<file path="config.mk">
export PLATFORM = sky130hd
export DESIGN_NAME = sahc_axis
export DESIGN_NICKNAME = d
export VERILOG_FILES = /design/src/sahc_pkg.sv /design/src/sahc_axis.sv
export SDC_FILE = /design/constraint.sdc
export NUM_CORES = 2
export LEC_CHECK = 0
export BUFFER_PORTS_ARGS = -buffer_cell sky130_fd_sc_hd__buf_2
export CAP_MARGIN = 10
export CORE_UTILIZATION = 50
export DETAILED_ROUTE_END_ITERATION = 10
export GPL_TIMING_DRIVEN = 0
export HOLD_SLACK_MARGIN = 0.03
export PLACE_DENSITY = 0.71
export SETUP_SLACK_MARGIN = 0.02
export SYNTH_ARGS = -nofsm -noshare
export SYNTH_HDL_FRONTEND = slang
export SYNTH_SLANG_ARGS = --single-unit
</file>
<file path="constraint.sdc">
create_clock -name hclk -period 6.4 [get_ports hclk]
set_input_delay 0.32 -clock hclk [delete_from_list [all_inputs] [get_ports hclk]]
set_output_delay 0.32 -clock hclk [all_outputs]
set_load 0.02 [all_outputs]
</file>
<file path="src/sahc_pkg.sv">
// Package of register map, field layouts, reset values and limits for the stepper axis control.
package sahc_pkg;

  // Register byte offsets.
  localparam logic [7:0] OFF_CTRL = 8'h00;
  localparam logic [7:0] OFF_HOME_VEL = 8'h04;
  localparam logic [7:0] OFF_HOME_OFS = 8'h08;
  localparam logic [7:0] OFF_PROF_MIN = 8'h0C;
  localparam logic [7:0] OFF_PROF_MAX = 8'h10;
  localparam logic [7:0] OFF_PROF_ACC = 8'h14;
  localparam logic [7:0] OFF_REL_DIST = 8'h18;
  localparam logic [7:0] OFF_ABS_POS = 8'h1C;
  localparam logic [7:0] OFF_STEPS_REV = 8'h20;
  localparam logic [7:0] OFF_GEARBOX = 8'h24;
  localparam logic [7:0] OFF_JOY_LO_VEL = 8'h28;
  localparam logic [7:0] OFF_JOY_HI_VEL = 8'h2C;
  localparam logic [7:0] OFF_JOY_LO_ACC = 8'h30;
  localparam logic [7:0] OFF_JOY_HI_ACC = 8'h34;
  localparam logic [7:0] OFF_CMD = 8'h38;
  localparam logic [7:0] OFF_STATUS = 8'h3C;
  localparam logic [7:0] OFF_PITCH = 8'h40;
  localparam logic [7:0] OFF_USTEP_CAL = 8'h44;
  localparam logic [7:0] OFF_PERSIST = 8'h48;

  // Control register field positions.
  localparam int CTRL_HOME_DIR = 0;
  localparam int CTRL_HOME_SW = 1;
  localparam int CTRL_FWD_LIM_LO = 2;
  localparam int CTRL_REV_LIM_LO = 4;
  localparam int CTRL_TRIG_LO = 6;
  localparam int CTRL_MOVE_LO = 8;
  localparam int CTRL_JOY_INV = 10;
  localparam int CTRL_BOW_LO = 11;
  localparam int CTRL_BOW_W = 5;

  // Command register bits.
  localparam int CMD_REL = 0;
  localparam int CMD_ABS = 1;
  localparam int CMD_HOME = 2;
  localparam int CMD_SAVE = 3;

  // Limits and the fixed microstep factor.
  localparam logic [31:0] STEPS_REV_MIN = 32'h0000_0001;
  localparam logic [31:0] STEPS_REV_MAX = 32'h0000_2710;
  localparam logic [31:0] GEARBOX_MIN = 32'h0000_0001;
  localparam logic [31:0] GEARBOX_MAX = 32'h0000_03E8;
  localparam logic [7:0] USTEP_FACTOR = 8'h80;
  localparam logic [4:0] BOW_MAX = 5'h12;

  // Reset values.
  localparam logic [31:0] CTRL_RESET = 32'h0000_0000;
  localparam logic [31:0] STEPS_REV_RESET = 32'h0000_00C8;
  localparam logic [31:0] GEARBOX_RESET = 32'h0000_0001;
  localparam logic [31:0] PITCH_RESET = 32'h0000_0001;

  // Trigger pulse length in cycles.
  localparam logic [7:0] TRIG_PULSE_CYC = 8'h0A;

  // Trigger modes.
  typedef enum logic [1:0] {TRIG_OFF, TRIG_IN, TRIG_INOUT, TRIG_OUT} sahc_trig_e;
  // Move kinds.
  typedef enum logic [1:0] {MOVE_REL, MOVE_ABS, MOVE_HOME, MOVE_RSV} sahc_move_e;
  // Limit switch sense.
  typedef enum logic [1:0] {SW_MAKES, SW_BREAKS, SW_IGNORE, SW_IGNORE2} sahc_sw_e;
  // Axis activity.
  typedef enum logic [1:0] {AX_IDLE, AX_MOVE, AX_SEEK, AX_OFFSET} sahc_ax_e;

endpackage : sahc_pkg

</file>
<file path="src/sahc_axis.sv">
// Axis control: homing, limits, resolution, triggers, joystick and persisted settings.
//
// Notes on behaviour
// RULE1 - Homing moves in the configured direction.
// RULE2 - Chosen limit switch defines home reference.
// RULE3 - Home lies at offset from switch.
// RULE4 - Homing speed capped by homing velocity.
// RULE5 - Homing uses ordinary min velocity, acceleration.
// RULE6 - Limit switch makes, breaks or ignored.
// RULE7 - Steps per rev accepted 1..10000 only.
// RULE8 - Gearbox ratio accepted 1..1000 only.
// RULE9 - Microstep calibration uses factor 128.
// RULE10 - Persisted settings restored at power-up.
// RULE11 - Disabled trigger mode: no trigger action.
// RULE12 - Trigger-in rising edge starts preselected move.
// RULE13 - In/out mode also pulses trigger out.
// RULE14 - Trigger-out mode pulses on host moves.
// RULE15 - Triggered move kind uses preloaded parameters.
// RULE16 - Joystick capped by gear velocity, acceleration.
// RULE17 - Joystick direction inverted when sense reversed.
// RULE18 - Joystick moves always trapezoidal.
// RULE19 - Bow index zero trapezoid, 1..18 S-curve.
// RULE20 - Trigger input synchronised, one edge one move.
//
// The implementer's own choices: the placing of the registers and the AHB-Lite interface to the registers.
module sahc_axis #(
  parameter int AW = 8
) (
  // Clock and reset.
  input wire logic hclk,
  input wire logic hresetn,
  // AHB-Lite slave.
  input wire logic hsel,
  input wire logic [31:0] haddr,
  input wire logic [1:0] htrans,
  input wire logic hwrite,
  input wire logic [2:0] hsize,
  input wire logic [31:0] hwdata,
  input wire logic hready,
  output logic [31:0] hrdata,
  output logic hreadyout,
  output logic hresp,
  // Switches and trigger pins, asynchronous.
  input wire logic fwd_limit_in,
  input wire logic rev_limit_in,
  input wire logic trig_in,
  output logic trig_out,
  // Joystick from the handset decoder, same clock.
  input wire logic joy_active,
  input wire logic joy_dir,
  input wire logic joy_high_gear,
  // Non-volatile store of persisted words, same clock.
  input wire logic [31:0] nv_ctrl,
  input wire logic [31:0] nv_home_vel,
  input wire logic nv_valid,
  output logic nv_save,
  // Trajectory generator interface.
  output logic move_start,
  output logic [1:0] move_kind,
  output logic [31:0] move_target,
  output logic move_dir,
  output logic [31:0] vel_min,
  output logic [31:0] vel_max,
  output logic [31:0] accel,
  output logic s_curve,
  output logic [4:0] bow_index,
  input wire logic move_done,
  output logic axis_stop,
  output logic [31:0] pos_zero_load,
  output logic pos_zero_strobe
);

  ////////////////////////////////////////////////////////////////////////////
  // State.
  typedef struct packed {
    logic [31:0] ctrl, home_vel, home_ofs, prof_min, prof_max, prof_acc;
    logic [31:0] rel_dist, abs_pos, steps_rev, gearbox, pitch, ustep_cal;
    logic [31:0] jlo_vel, jhi_vel, jlo_acc, jhi_acc;
    logic [31:0] rdata;
    logic wr_pend;
    logic [AW-1:0] wr_addr;
    logic [2:0] fwd_s, rev_s, trg_s;
    logic boot_done;
    sahc_pkg::sahc_ax_e ax;
    logic [7:0] pulse_cnt;
    logic start;
    logic [1:0] kind;
    logic dir;
    logic [31:0] target;
    logic zero_strobe;
    logic save;
  } sahc_state_s;

  sahc_state_s st_reg;
  sahc_state_s st_next;

  // Switch level to active flag per its configured sense.
  function automatic logic sahc_sw_active(input logic lvl, input logic [1:0] mode);
    case (mode)
      sahc_pkg::SW_MAKES: sahc_sw_active = lvl; // RULE6
      sahc_pkg::SW_BREAKS: sahc_sw_active = ~lvl; // RULE6
      default: sahc_sw_active = 1'b0; // RULE6
    endcase
  endfunction

  // Range check shared by the resolution registers.
  function automatic logic sahc_in_range(input logic [31:0] v, input logic [31:0] lo,
                                         input logic [31:0] hi);
    sahc_in_range = (v >= lo) && (v <= hi);
  endfunction

  ////////////////////////////////////////////////////////////////////////////
  // Decoded fields.
  logic home_dir, home_sw, joy_inv, fwd_act, rev_act, home_hit, trg_edge;
  logic [1:0] trig_mode, move_sel;
  logic [4:0] bow;
  logic [AW-1:0] a;

  assign home_dir = st_reg.ctrl[sahc_pkg::CTRL_HOME_DIR];
  assign home_sw = st_reg.ctrl[sahc_pkg::CTRL_HOME_SW];
  assign trig_mode = st_reg.ctrl[sahc_pkg::CTRL_TRIG_LO +: 2];
  assign move_sel = st_reg.ctrl[sahc_pkg::CTRL_MOVE_LO +: 2];
  assign joy_inv = st_reg.ctrl[sahc_pkg::CTRL_JOY_INV];
  assign bow = st_reg.ctrl[sahc_pkg::CTRL_BOW_LO +: sahc_pkg::CTRL_BOW_W];
  assign fwd_act = sahc_sw_active(st_reg.fwd_s[1], st_reg.ctrl[sahc_pkg::CTRL_FWD_LIM_LO +: 2]);
  assign rev_act = sahc_sw_active(st_reg.rev_s[1], st_reg.ctrl[sahc_pkg::CTRL_REV_LIM_LO +: 2]);
  // The chosen switch is the home reference.
  assign home_hit = home_sw ? fwd_act : rev_act; // RULE2
  // Edge taken from second and third stages only, so one edge is one move.
  assign trg_edge = st_reg.trg_s[1] & ~st_reg.trg_s[2]; // RULE20
  assign a = st_reg.wr_addr;

  ////////////////////////////////////////////////////////////////////////////
  // Next state.
  always_comb begin
    logic host_go, trig_go;
    logic [1:0] host_kind;
    logic [AW-1:0] ra;
    st_next = st_reg;
    host_go = 1'b0;
    trig_go = 1'b0;
    host_kind = sahc_pkg::MOVE_REL;
    ra = haddr[AW-1:0];
    st_next.start = 1'b0;
    st_next.zero_strobe = 1'b0;
    st_next.save = 1'b0;
    st_next.fwd_s = {st_reg.fwd_s[1:0], fwd_limit_in};
    st_next.rev_s = {st_reg.rev_s[1:0], rev_limit_in};
    st_next.trg_s = {st_reg.trg_s[1:0], trig_in}; // RULE20
    if (st_reg.pulse_cnt != 8'h00) begin
      st_next.pulse_cnt = st_reg.pulse_cnt - 8'h01;
    end
    // Restore persisted words once after reset when the store holds them.
    if (!st_reg.boot_done) begin
      st_next.boot_done = 1'b1;
      if (nv_valid) begin
        st_next.ctrl = nv_ctrl; // RULE10
        st_next.home_vel = nv_home_vel; // RULE10
      end
    end
    // Address phase capture; every transfer completes with no wait state.
    st_next.wr_pend = 1'b0;
    if (hsel && hready && htrans[1]) begin
      if (hwrite) begin
        st_next.wr_pend = 1'b1;
        st_next.wr_addr = ra;
      end else if (ra == sahc_pkg::OFF_CTRL) begin
        st_next.rdata = st_reg.ctrl;
      end else if (ra == sahc_pkg::OFF_HOME_VEL) begin
        st_next.rdata = st_reg.home_vel;
      end else if (ra == sahc_pkg::OFF_HOME_OFS) begin
        st_next.rdata = st_reg.home_ofs;
      end else if (ra == sahc_pkg::OFF_PROF_MIN) begin
        st_next.rdata = st_reg.prof_min;
      end else if (ra == sahc_pkg::OFF_PROF_MAX) begin
        st_next.rdata = st_reg.prof_max;
      end else if (ra == sahc_pkg::OFF_PROF_ACC) begin
        st_next.rdata = st_reg.prof_acc;
      end else if (ra == sahc_pkg::OFF_REL_DIST) begin
        st_next.rdata = st_reg.rel_dist;
      end else if (ra == sahc_pkg::OFF_ABS_POS) begin
        st_next.rdata = st_reg.abs_pos;
      end else if (ra == sahc_pkg::OFF_STEPS_REV) begin
        st_next.rdata = st_reg.steps_rev;
      end else if (ra == sahc_pkg::OFF_GEARBOX) begin
        st_next.rdata = st_reg.gearbox;
      end else if (ra == sahc_pkg::OFF_JOY_LO_VEL) begin
        st_next.rdata = st_reg.jlo_vel;
      end else if (ra == sahc_pkg::OFF_JOY_HI_VEL) begin
        st_next.rdata = st_reg.jhi_vel;
      end else if (ra == sahc_pkg::OFF_JOY_LO_ACC) begin
        st_next.rdata = st_reg.jlo_acc;
      end else if (ra == sahc_pkg::OFF_JOY_HI_ACC) begin
        st_next.rdata = st_reg.jhi_acc;
      end else if (ra == sahc_pkg::OFF_STATUS) begin
        st_next.rdata = {24'h000000, st_reg.trg_s[1], rev_act, fwd_act,
                         st_reg.pulse_cnt != 8'h00, st_reg.boot_done, 1'b0, st_reg.ax};
      end else if (ra == sahc_pkg::OFF_PITCH) begin
        st_next.rdata = st_reg.pitch;
      end else if (ra == sahc_pkg::OFF_USTEP_CAL) begin
        st_next.rdata = st_reg.ustep_cal;
      end else begin
        st_next.rdata = 32'h0000_0000;
      end
    end
    // Data phase of a write.
    if (st_reg.wr_pend) begin
      if (a == sahc_pkg::OFF_CTRL) begin
        st_next.ctrl = hwdata;
      end else if (a == sahc_pkg::OFF_HOME_VEL) begin
        st_next.home_vel = hwdata;
      end else if (a == sahc_pkg::OFF_HOME_OFS) begin
        st_next.home_ofs = hwdata;
      end else if (a == sahc_pkg::OFF_PROF_MIN) begin
        st_next.prof_min = hwdata;
      end else if (a == sahc_pkg::OFF_PROF_MAX) begin
        st_next.prof_max = hwdata;
      end else if (a == sahc_pkg::OFF_PROF_ACC) begin
        st_next.prof_acc = hwdata;
      end else if (a == sahc_pkg::OFF_REL_DIST) begin
        st_next.rel_dist = hwdata; // RULE15
      end else if (a == sahc_pkg::OFF_ABS_POS) begin
        st_next.abs_pos = hwdata; // RULE15
      end else if (a == sahc_pkg::OFF_STEPS_REV) begin
        // Out of range values are dropped and the old setting stands.
        if (sahc_in_range(hwdata, sahc_pkg::STEPS_REV_MIN, sahc_pkg::STEPS_REV_MAX)) begin
          st_next.steps_rev = hwdata; // RULE7
        end
      end else if (a == sahc_pkg::OFF_GEARBOX) begin
        if (sahc_in_range(hwdata, sahc_pkg::GEARBOX_MIN, sahc_pkg::GEARBOX_MAX)) begin
          st_next.gearbox = hwdata; // RULE8
        end
      end else if (a == sahc_pkg::OFF_JOY_LO_VEL) begin
        st_next.jlo_vel = hwdata;
      end else if (a == sahc_pkg::OFF_JOY_HI_VEL) begin
        st_next.jhi_vel = hwdata;
      end else if (a == sahc_pkg::OFF_JOY_LO_ACC) begin
        st_next.jlo_acc = hwdata;
      end else if (a == sahc_pkg::OFF_JOY_HI_ACC) begin
        st_next.jhi_acc = hwdata;
      end else if (a == sahc_pkg::OFF_PITCH) begin
        st_next.pitch = hwdata;
      end else if (a == sahc_pkg::OFF_CMD) begin
        st_next.save = hwdata[sahc_pkg::CMD_SAVE];
        if (hwdata[sahc_pkg::CMD_HOME]) begin
          host_go = 1'b1;
          host_kind = sahc_pkg::MOVE_HOME;
        end else if (hwdata[sahc_pkg::CMD_ABS]) begin
          host_go = 1'b1;
          host_kind = sahc_pkg::MOVE_ABS;
        end else if (hwdata[sahc_pkg::CMD_REL]) begin
          host_go = 1'b1;
          host_kind = sahc_pkg::MOVE_REL;
        end
      end
    end
    // Microsteps per output turn; recomputed every cycle, low 32 bits kept.
    st_next.ustep_cal = st_reg.steps_rev * st_reg.gearbox * 32'(sahc_pkg::USTEP_FACTOR); // RULE9
    // Trigger input only acts in the two input modes.
    trig_go = trg_edge && (trig_mode == sahc_pkg::TRIG_IN ||
                           trig_mode == sahc_pkg::TRIG_INOUT); // RULE11 RULE12
    // A new move is only taken when the axis is idle.
    if (st_reg.ax == sahc_pkg::AX_IDLE && (host_go || trig_go)) begin
      st_next.kind = host_go ? host_kind : (trig_go ? move_sel : host_kind); // RULE15
      if (st_next.kind == sahc_pkg::MOVE_RSV) begin
        st_next.kind = sahc_pkg::MOVE_REL;
      end
      if (st_next.kind == sahc_pkg::MOVE_HOME) begin
        st_next.ax = sahc_pkg::AX_SEEK;
        st_next.dir = home_dir; // RULE1
        st_next.target = 32'h0000_0000;
      end else begin
        st_next.ax = sahc_pkg::AX_MOVE;
        st_next.dir = 1'b0;
        st_next.target = (st_next.kind == sahc_pkg::MOVE_ABS) ? st_reg.abs_pos
                                                               : st_reg.rel_dist; // RULE15
      end
      st_next.start = 1'b1;
      // Output pulse: host moves in out mode, triggered moves in in/out mode.
      if ((host_go && trig_mode == sahc_pkg::TRIG_OUT) ||
          (!host_go && trig_mode == sahc_pkg::TRIG_INOUT)) begin
        st_next.pulse_cnt = sahc_pkg::TRIG_PULSE_CYC; // RULE13 RULE14
      end
    end
    // Homing sequence: seek reference, then travel the offset.
    case (st_reg.ax)
      sahc_pkg::AX_SEEK: begin
        if (home_hit) begin
          st_next.ax = sahc_pkg::AX_OFFSET; // RULE2
          st_next.dir = ~home_dir;
          st_next.kind = sahc_pkg::MOVE_REL;
          st_next.target = st_reg.home_ofs; // RULE3
          st_next.start = 1'b1;
        end
      end
      sahc_pkg::AX_OFFSET: begin
        if (move_done) begin
          st_next.ax = sahc_pkg::AX_IDLE;
          st_next.zero_strobe = 1'b1; // RULE3
        end
      end
      sahc_pkg::AX_MOVE: begin
        if (move_done) begin
          st_next.ax = sahc_pkg::AX_IDLE;
        end
      end
      default: begin
      end
    endcase
  end

  ////////////////////////////////////////////////////////////////////////////
  // State register.
  always_ff @(posedge hclk or negedge hresetn) begin
    if (!hresetn) begin
      st_reg <= '0;
      st_reg.ctrl <= sahc_pkg::CTRL_RESET;
      st_reg.steps_rev <= sahc_pkg::STEPS_REV_RESET;
      st_reg.gearbox <= sahc_pkg::GEARBOX_RESET;
      st_reg.pitch <= sahc_pkg::PITCH_RESET;
      st_reg.ax <= sahc_pkg::AX_IDLE;
    end else begin
      st_reg <= st_next;
    end
  end

  ////////////////////////////////////////////////////////////////////////////
  // Outputs.
  logic homing, joy_run;
  assign homing = (st_reg.ax == sahc_pkg::AX_SEEK) || (st_reg.ax == sahc_pkg::AX_OFFSET);
  assign joy_run = joy_active && (st_reg.ax == sahc_pkg::AX_IDLE);
  assign hrdata = st_reg.rdata;
  assign hreadyout = 1'b1;
  assign hresp = 1'b0;
  assign trig_out = (st_reg.pulse_cnt != 8'h00) && (trig_mode != sahc_pkg::TRIG_OFF); // RULE11
  assign nv_save = st_reg.save;
  assign move_start = st_reg.start;
  assign move_kind = st_reg.kind;
  assign move_target = st_reg.target;
  // Joystick direction follows the sense setting.
  assign move_dir = joy_run ? (joy_dir ^ joy_inv) : st_reg.dir; // RULE17
  assign vel_min = st_reg.prof_min; // RULE5
  // Homing caps at its own velocity, joystick at the gear limit.
  assign vel_max = homing ? st_reg.home_vel : // RULE4
                   joy_run ? (joy_high_gear ? st_reg.jhi_vel : st_reg.jlo_vel) : // RULE16
                   st_reg.prof_max;
  assign accel = joy_run ? (joy_high_gear ? st_reg.jhi_acc : st_reg.jlo_acc) : // RULE16
                 st_reg.prof_acc; // RULE5
  // Indices above the top are clamped; joystick forces the trapezoid.
  assign bow_index = (bow > sahc_pkg::BOW_MAX) ? sahc_pkg::BOW_MAX : bow; // RULE19
  assign s_curve = (bow != 5'h00) && !joy_run; // RULE18 RULE19
  // The limit in the stored move direction, not the joystick's, stops the axis, except during the offset move.
  assign axis_stop = (st_reg.dir ? rev_act : fwd_act) && !(st_reg.ax == sahc_pkg::AX_OFFSET);
  assign pos_zero_load = 32'h0000_0000;
  assign pos_zero_strobe = st_reg.zero_strobe;

endmodule // sahc_axis

</file>
* Word level (Yosys, flattened, before mapping)
Index checks and enable logic that the tools add are counted.
** Word-level totals
- Register bits :: 602
- Bits of input ports :: 146
- Output and inout port bits :: 208
- Logic and storage cells :: 276
** Cells by class
- $add $sub $neg :: 1
- Multiply operators :: 1
- $lt $le $gt $ge :: 4
- Eq/ne operators :: 42
- Mux-type cells :: 133
- Bitwise gates (word level) :: 21
- Reduce and logical (&&, ||, !) cells :: 43
** Operators by type and width (count)
- two-way mux 32 bit :: 41
- two-way mux 352 bit :: 1
- two-way mux 320 bit :: 1
- two-way mux 288 bit :: 1
- two-way mux 256 bit :: 1
- two-way mux 224 bit :: 1
- two-way mux 192 bit :: 1
- two-way mux 64 bit :: 3
- two-way mux 160 bit :: 1
- two-way mux 128 bit :: 1
- equality test 8 x 6 -> 1 bit (second input constant) :: 14
- two-way mux 96 bit :: 1
- two-way mux 36 bit :: 2
- equality test 8 x 5 -> 1 bit (second input constant) :: 8
- two-way mux 2 bit :: 25
- two-way mux 46 bit :: 1
- two-way mux 1 bit :: 43
- two-way mux 33 bit :: 1
- equality test 8 x 4 -> 1 bit (second input constant) :: 4
- greater-or-equal comparator 32 x 1 -> 1 bit (second input constant) :: 1
- less-or-equal comparator 32 x 10 -> 1 bit (second input constant) :: 1
- less-or-equal comparator 32 x 14 -> 1 bit (second input constant) :: 1
- multiplier 32 x 32 -> 25 bit :: 1
- equality test 8 x 7 -> 1 bit (second input constant) :: 3
- 35 further kinds :: 87

* Logic depth before layout (Yosys ltp)
- Depth in word-level cells :: 30
- Depth in mapped cells :: 24
- Mapped depth without buffers :: 23

* Worst setup path before layout
Ideal clock, no wire load.
- Path kind :: flip-flop to flip-flop
- Start :: reg st_reg[330] in the netlist's numbering
- End :: reg st_reg[258] in the netlist's numbering
- Library setup time :: 0.127 ns
- Arrival :: 6.344 ns
- Data required time :: 6.273 ns
- Slack :: -0.071 ns
- Stages on the path, launching flop included :: 22
- Path buffers :: 2
- Period minus slack after synthesis :: 6.471 ns
- Path through :: dfstp_2 -> clkbuf_1 -> clkbuf_1 -> nand2_1 -> fa_1 -> fa_1 -> fa_1 -> inv_1 -> ha_1 -> fa_1 -> inv_1 -> fa_1 -> fa_1 -> inv_1 -> ha_1 -> a21o_1 -> a2111oi_0 -> a21oi_1 -> a41o_1 -> o41ai_1 -> o21ai_0 -> xnor2_1
** RTL lines
- start, declared :: RTL line sahc_axis.sv:94 : sahc_state_s st_reg;
- start signal, assigned :: RTL line sahc_axis.sv:323 : st_reg <= st_next;

==> summary.txt <==
Min path
  – Hold path startpoint: hwdata[13]
  – Min-Delay Path Class: input port to flip-flop
  – Worst Hold Depth: 3
  – Hold endpoint: bow[2]

Synthesis
  – Leading cell types by count after synthesis: dfrtp_1, nand2_1, mux2_2
  – Seq/Total Area, Yosys: a little under two fifths
  – Post-synth EDFFs: 0
  – Yosys top cell area share: 37.30%
  – Yosys warning total: 0
  – Ys flop type: dfrtp_1
  – Synth async-reset ratio: between 90% and 100%
  – Most common cell in the netlist: dfrtp_1
  – Yosys cell types: 84
  – Syn avg cell area: about 10 um2
  – Mapped Area: between 40000 and 50000 um2
  – Gate Count Post-Synth: between 3000 and 4000
  – FF+latch count, synth: between 600 and 700
  – Cell taking the most area after synthesis: dfrtp_1
  – Main area contributors after synthesis: dfrtp_1, fa_1, mux2_2, nand2_1, mux2i_1

Power and ir drop
  – Cell leakage power: 21.77 nW
  – Worst VDD drop: about 0.22 mV
  – Pwr Density: 235.0 nW/um2
  – Tot Pwr: 0.01100 W

Route
  – Wire length per cell: between 30 and 40 um
  – Antenna viol nets, final: 0
  – Residual DRC: 0
  – Final wirelength: 168.1 mm
  – Drt first pass iters: 8
  – Vias post-DR: 35468
  – Detailed Route Iter0 Violations: around 5400
  – Vias/cell: roughly 6.4

Worst setup path
  – CP required: roughly 7.0 ns
  – Reg-to-reg critical path startpoint: st_reg[337]
  – Critical path arrival: 6.93 ns
  – Cells along the critical path: clkbuf_8 > nand2_1 > fa_1 > fa_1 > fa_1 > fa_1 > fa_1 > inv_2 > fa_1 > inv_1 > fa_1 > inv_2 > ha_4 > a21o_1 > a21o_1 > or3_4 > o221a_4 > a211oi_4 > xnor2_2
  – CP Class: flip-flop to flip-flop
  – Slowest stage cell, crit path: fa_1
  – Crit Path Max Fanout: 10
  – Most used cell, CP: fa_1
  – Reg2Reg Setup Slack: around 0.04 ns
  – Crit-path max cell delay: 0.56 ns
  – Startpoint Class: flip-flop
  – R2R depth: 19
  – Crit path buf inv count: 4
  – Critical path endpoint category: flip-flop
  – Reg-to-reg endpoint: st_reg[257]
  – CP top delay family: adder cells

Clock network
  – Clk sink count: between 600 and 700
  – CTS Buf Count: 60
  – Max Buffers Root-to-Sink: 3
  – CTS Root Cell: clkbuf_16
  – CTS clk-pin slew, worst paths: roughly 0.070 ns
  – CTS H-Tree Depth: 2
  – CTS tree: yes
  – Worst skew pair latency: 0.68 ns

Global routing
  – Initial antenna violation count: 5
  – Pin count of the biggest net entering global routing: 110
  – First-pass GRT wire length: 240.5 mm
  – Vias in the first global route: ~35000
  – Gr ovfl total: 0
  – GRT Total Usage: 41.01%

Timing
  – Period minus WS final: ~6.4 ns
  – Final Max Slew Viols: 0
  – Fin crit share: about 99%
  – Final number of hold-violating endpoints: 0
  – Clock Skew: 0.03171 ns
  – Setup violators final: 0
  – Setup TNS: 0 ns
  – Worst setup margin: just over 0.04 ns
  – Rel. slew slack: between 2 and 2.5%
  – Worst slew pin tran: 1.466 ns
  – Fmax: roughly 160 MHz
  – RSZ-0062 raised after global routing: yes

Die
  – Die X: between 200 and 300 um
  – I/O pin cnt: approximately 350
  – Die ar.: 81250 um2
  – Die Height: 285.0 um
  – Rows: roughly 100
  – Core ar.: a little under 80000 um2
  – Initial Util: 50.62%

Cells and area
  – Finished Layout Cells: between 5000 and 6000
  – Final net count: ~5000
  – Share of layout cells above drive strength 1: between 20% and 30%
  – Max reg flops: 477
  – Final Util: about 59%
  – Syn-to-layout area delta: 16.82%

Placement
  – Placed instance count: ~5400
  – DPL Wire Length: 129.1 mm
  – Gpl congestion: 1.028
  – # port buffers: approximately 290
  – Pre-CTS WS: -1.303 ns

Run
  – Max-cap violations: 0

Status
  – Status: finished, final reports clean
-- worst min-delay path, cell delays in order --
cell	delay [ns]
buf_2	0.19
nand2_1	0.08
o21ai_0	0.07
-- timing repair --
item / 4_1_cts / 5_1_grt
setup buffers: 17 / 16
hold buffers: 79 / 0
resized for setup: 121 / 66
hold endpoints to repair: 195 / 0
setup endpoints to repair: 11 / 7
pin swaps: 19 / 54
-- layout make-up --
| cell class | count | area (um2) |
|---|---|---|
| antenna | 3 | 7.507 |
| buffer | 395 | 2271 |
| clock buffer | 78 | 1669 |
| clock inverter | 34 | 470.5 |
| fill | 6782 | 32330 |
| inverter | 319 | 1197 |
| multi-input combinational | 2695 | 22050 |
| sequential | 602 | 15110 |
| tap | 1050 | 1314 |
| timing repair buffer | 408 | 2700 |
-- worst max-delay path by stage --
stage,to,startpoint,cells past startpoint,slack [ns]
after global placement,st_reg[447],hresetn,1,-7.89
after CTS,st_reg[251],st_reg[330],21,0.01
final,st_reg[257],st_reg[337],19,0.04
after global routing,st_reg[257],st_reg[330],20,-0.09
after detailed placement,st_reg[258],st_reg[330],21,-1.30
after floorplan,st_reg[258],st_reg[330],21,0.03
-- per-layer routing --
layer  GRT usage [%]  wire length (um)  up-vias
li1                -                 -    14328
met1           56.63             64600    17823
met2           58.83             71000     2760
met3           12.75             23150      547
met4           18.92              9310       10
met5               0                62        -
-- where the power goes --
| group | switching [W] | internal [W] | total (W) |
|---|---|---|---|
| Clock | 0.00170 | 0.00222 | 0.00392 |
| Combinational | 0.00146 | 0.000927 | 0.00238 |
| Sequential | 0.000442 | 0.00425 | 0.00469 |
| Total | 0.00360 | 0.00740 | 0.0110 |
-- cells in the final DEF (no fill, tap or decap), types with 10 or more instances in the layout --
cell,instances
nor2_1,218
nand2_1,472
o221ai_1,13
a31oi_1,26
o21ai_0,225
mux2_2,404
buf_1,13
fa_1,221
or3_1,16
dfrtp_1,569
o211ai_1,16
dlygate4sd3_1,79
ha_1,83
clkinv_2,10
nor3_1,23
xor2_1,13
a222oi_1,10
inv_1,310
nor2b_1,28
dfrtp_2,28
a21oi_1,142
a22oi_1,30
a21o_1,13
xnor2_1,56
buf_2,317
o22ai_1,37
a221oi_1,84
nand3_1,21
clkbuf_1,181
and2_1,158
a32oi_1,11
clkbuf_16,61
fa_2,12
conb_1,35
buf_4,170
clkbuf_8,20
mux2i_1,144
clkbuf_4,17
-- per-stage QoR --
step | hold WS (ns) | instance area (um2)
after floorplan | 0.02441 | 40180
after global routing | 0.04597 | 46790
after detailed placement | 0.3355 | 43100
after CTS | 0.03004 | 46440
after global placement | 0.3350 | 42930
final | 0.03482 | 46790
-- kinds of logic (layout without fill, tap and decap cells) --
logic type | after synthesis | in the layout | share of synthesized area (%)
muxes | 548 | 548 | 14.96
adders and majority gates | 328 | 328 | 14.61
other | 2 | 38 | 0.01875
DFF | 602 | 602 | 37.62
xor gates and xnor gates | 75 | 75 | 1.640
and+or+nand+nor | 1005 | 1005 | 11.56
buffers and inverters | 732 | 1234 | 8.312
AOI/OAI and AO/OA | 704 | 704 | 11.28
Power figures use the tool's default switching activity.
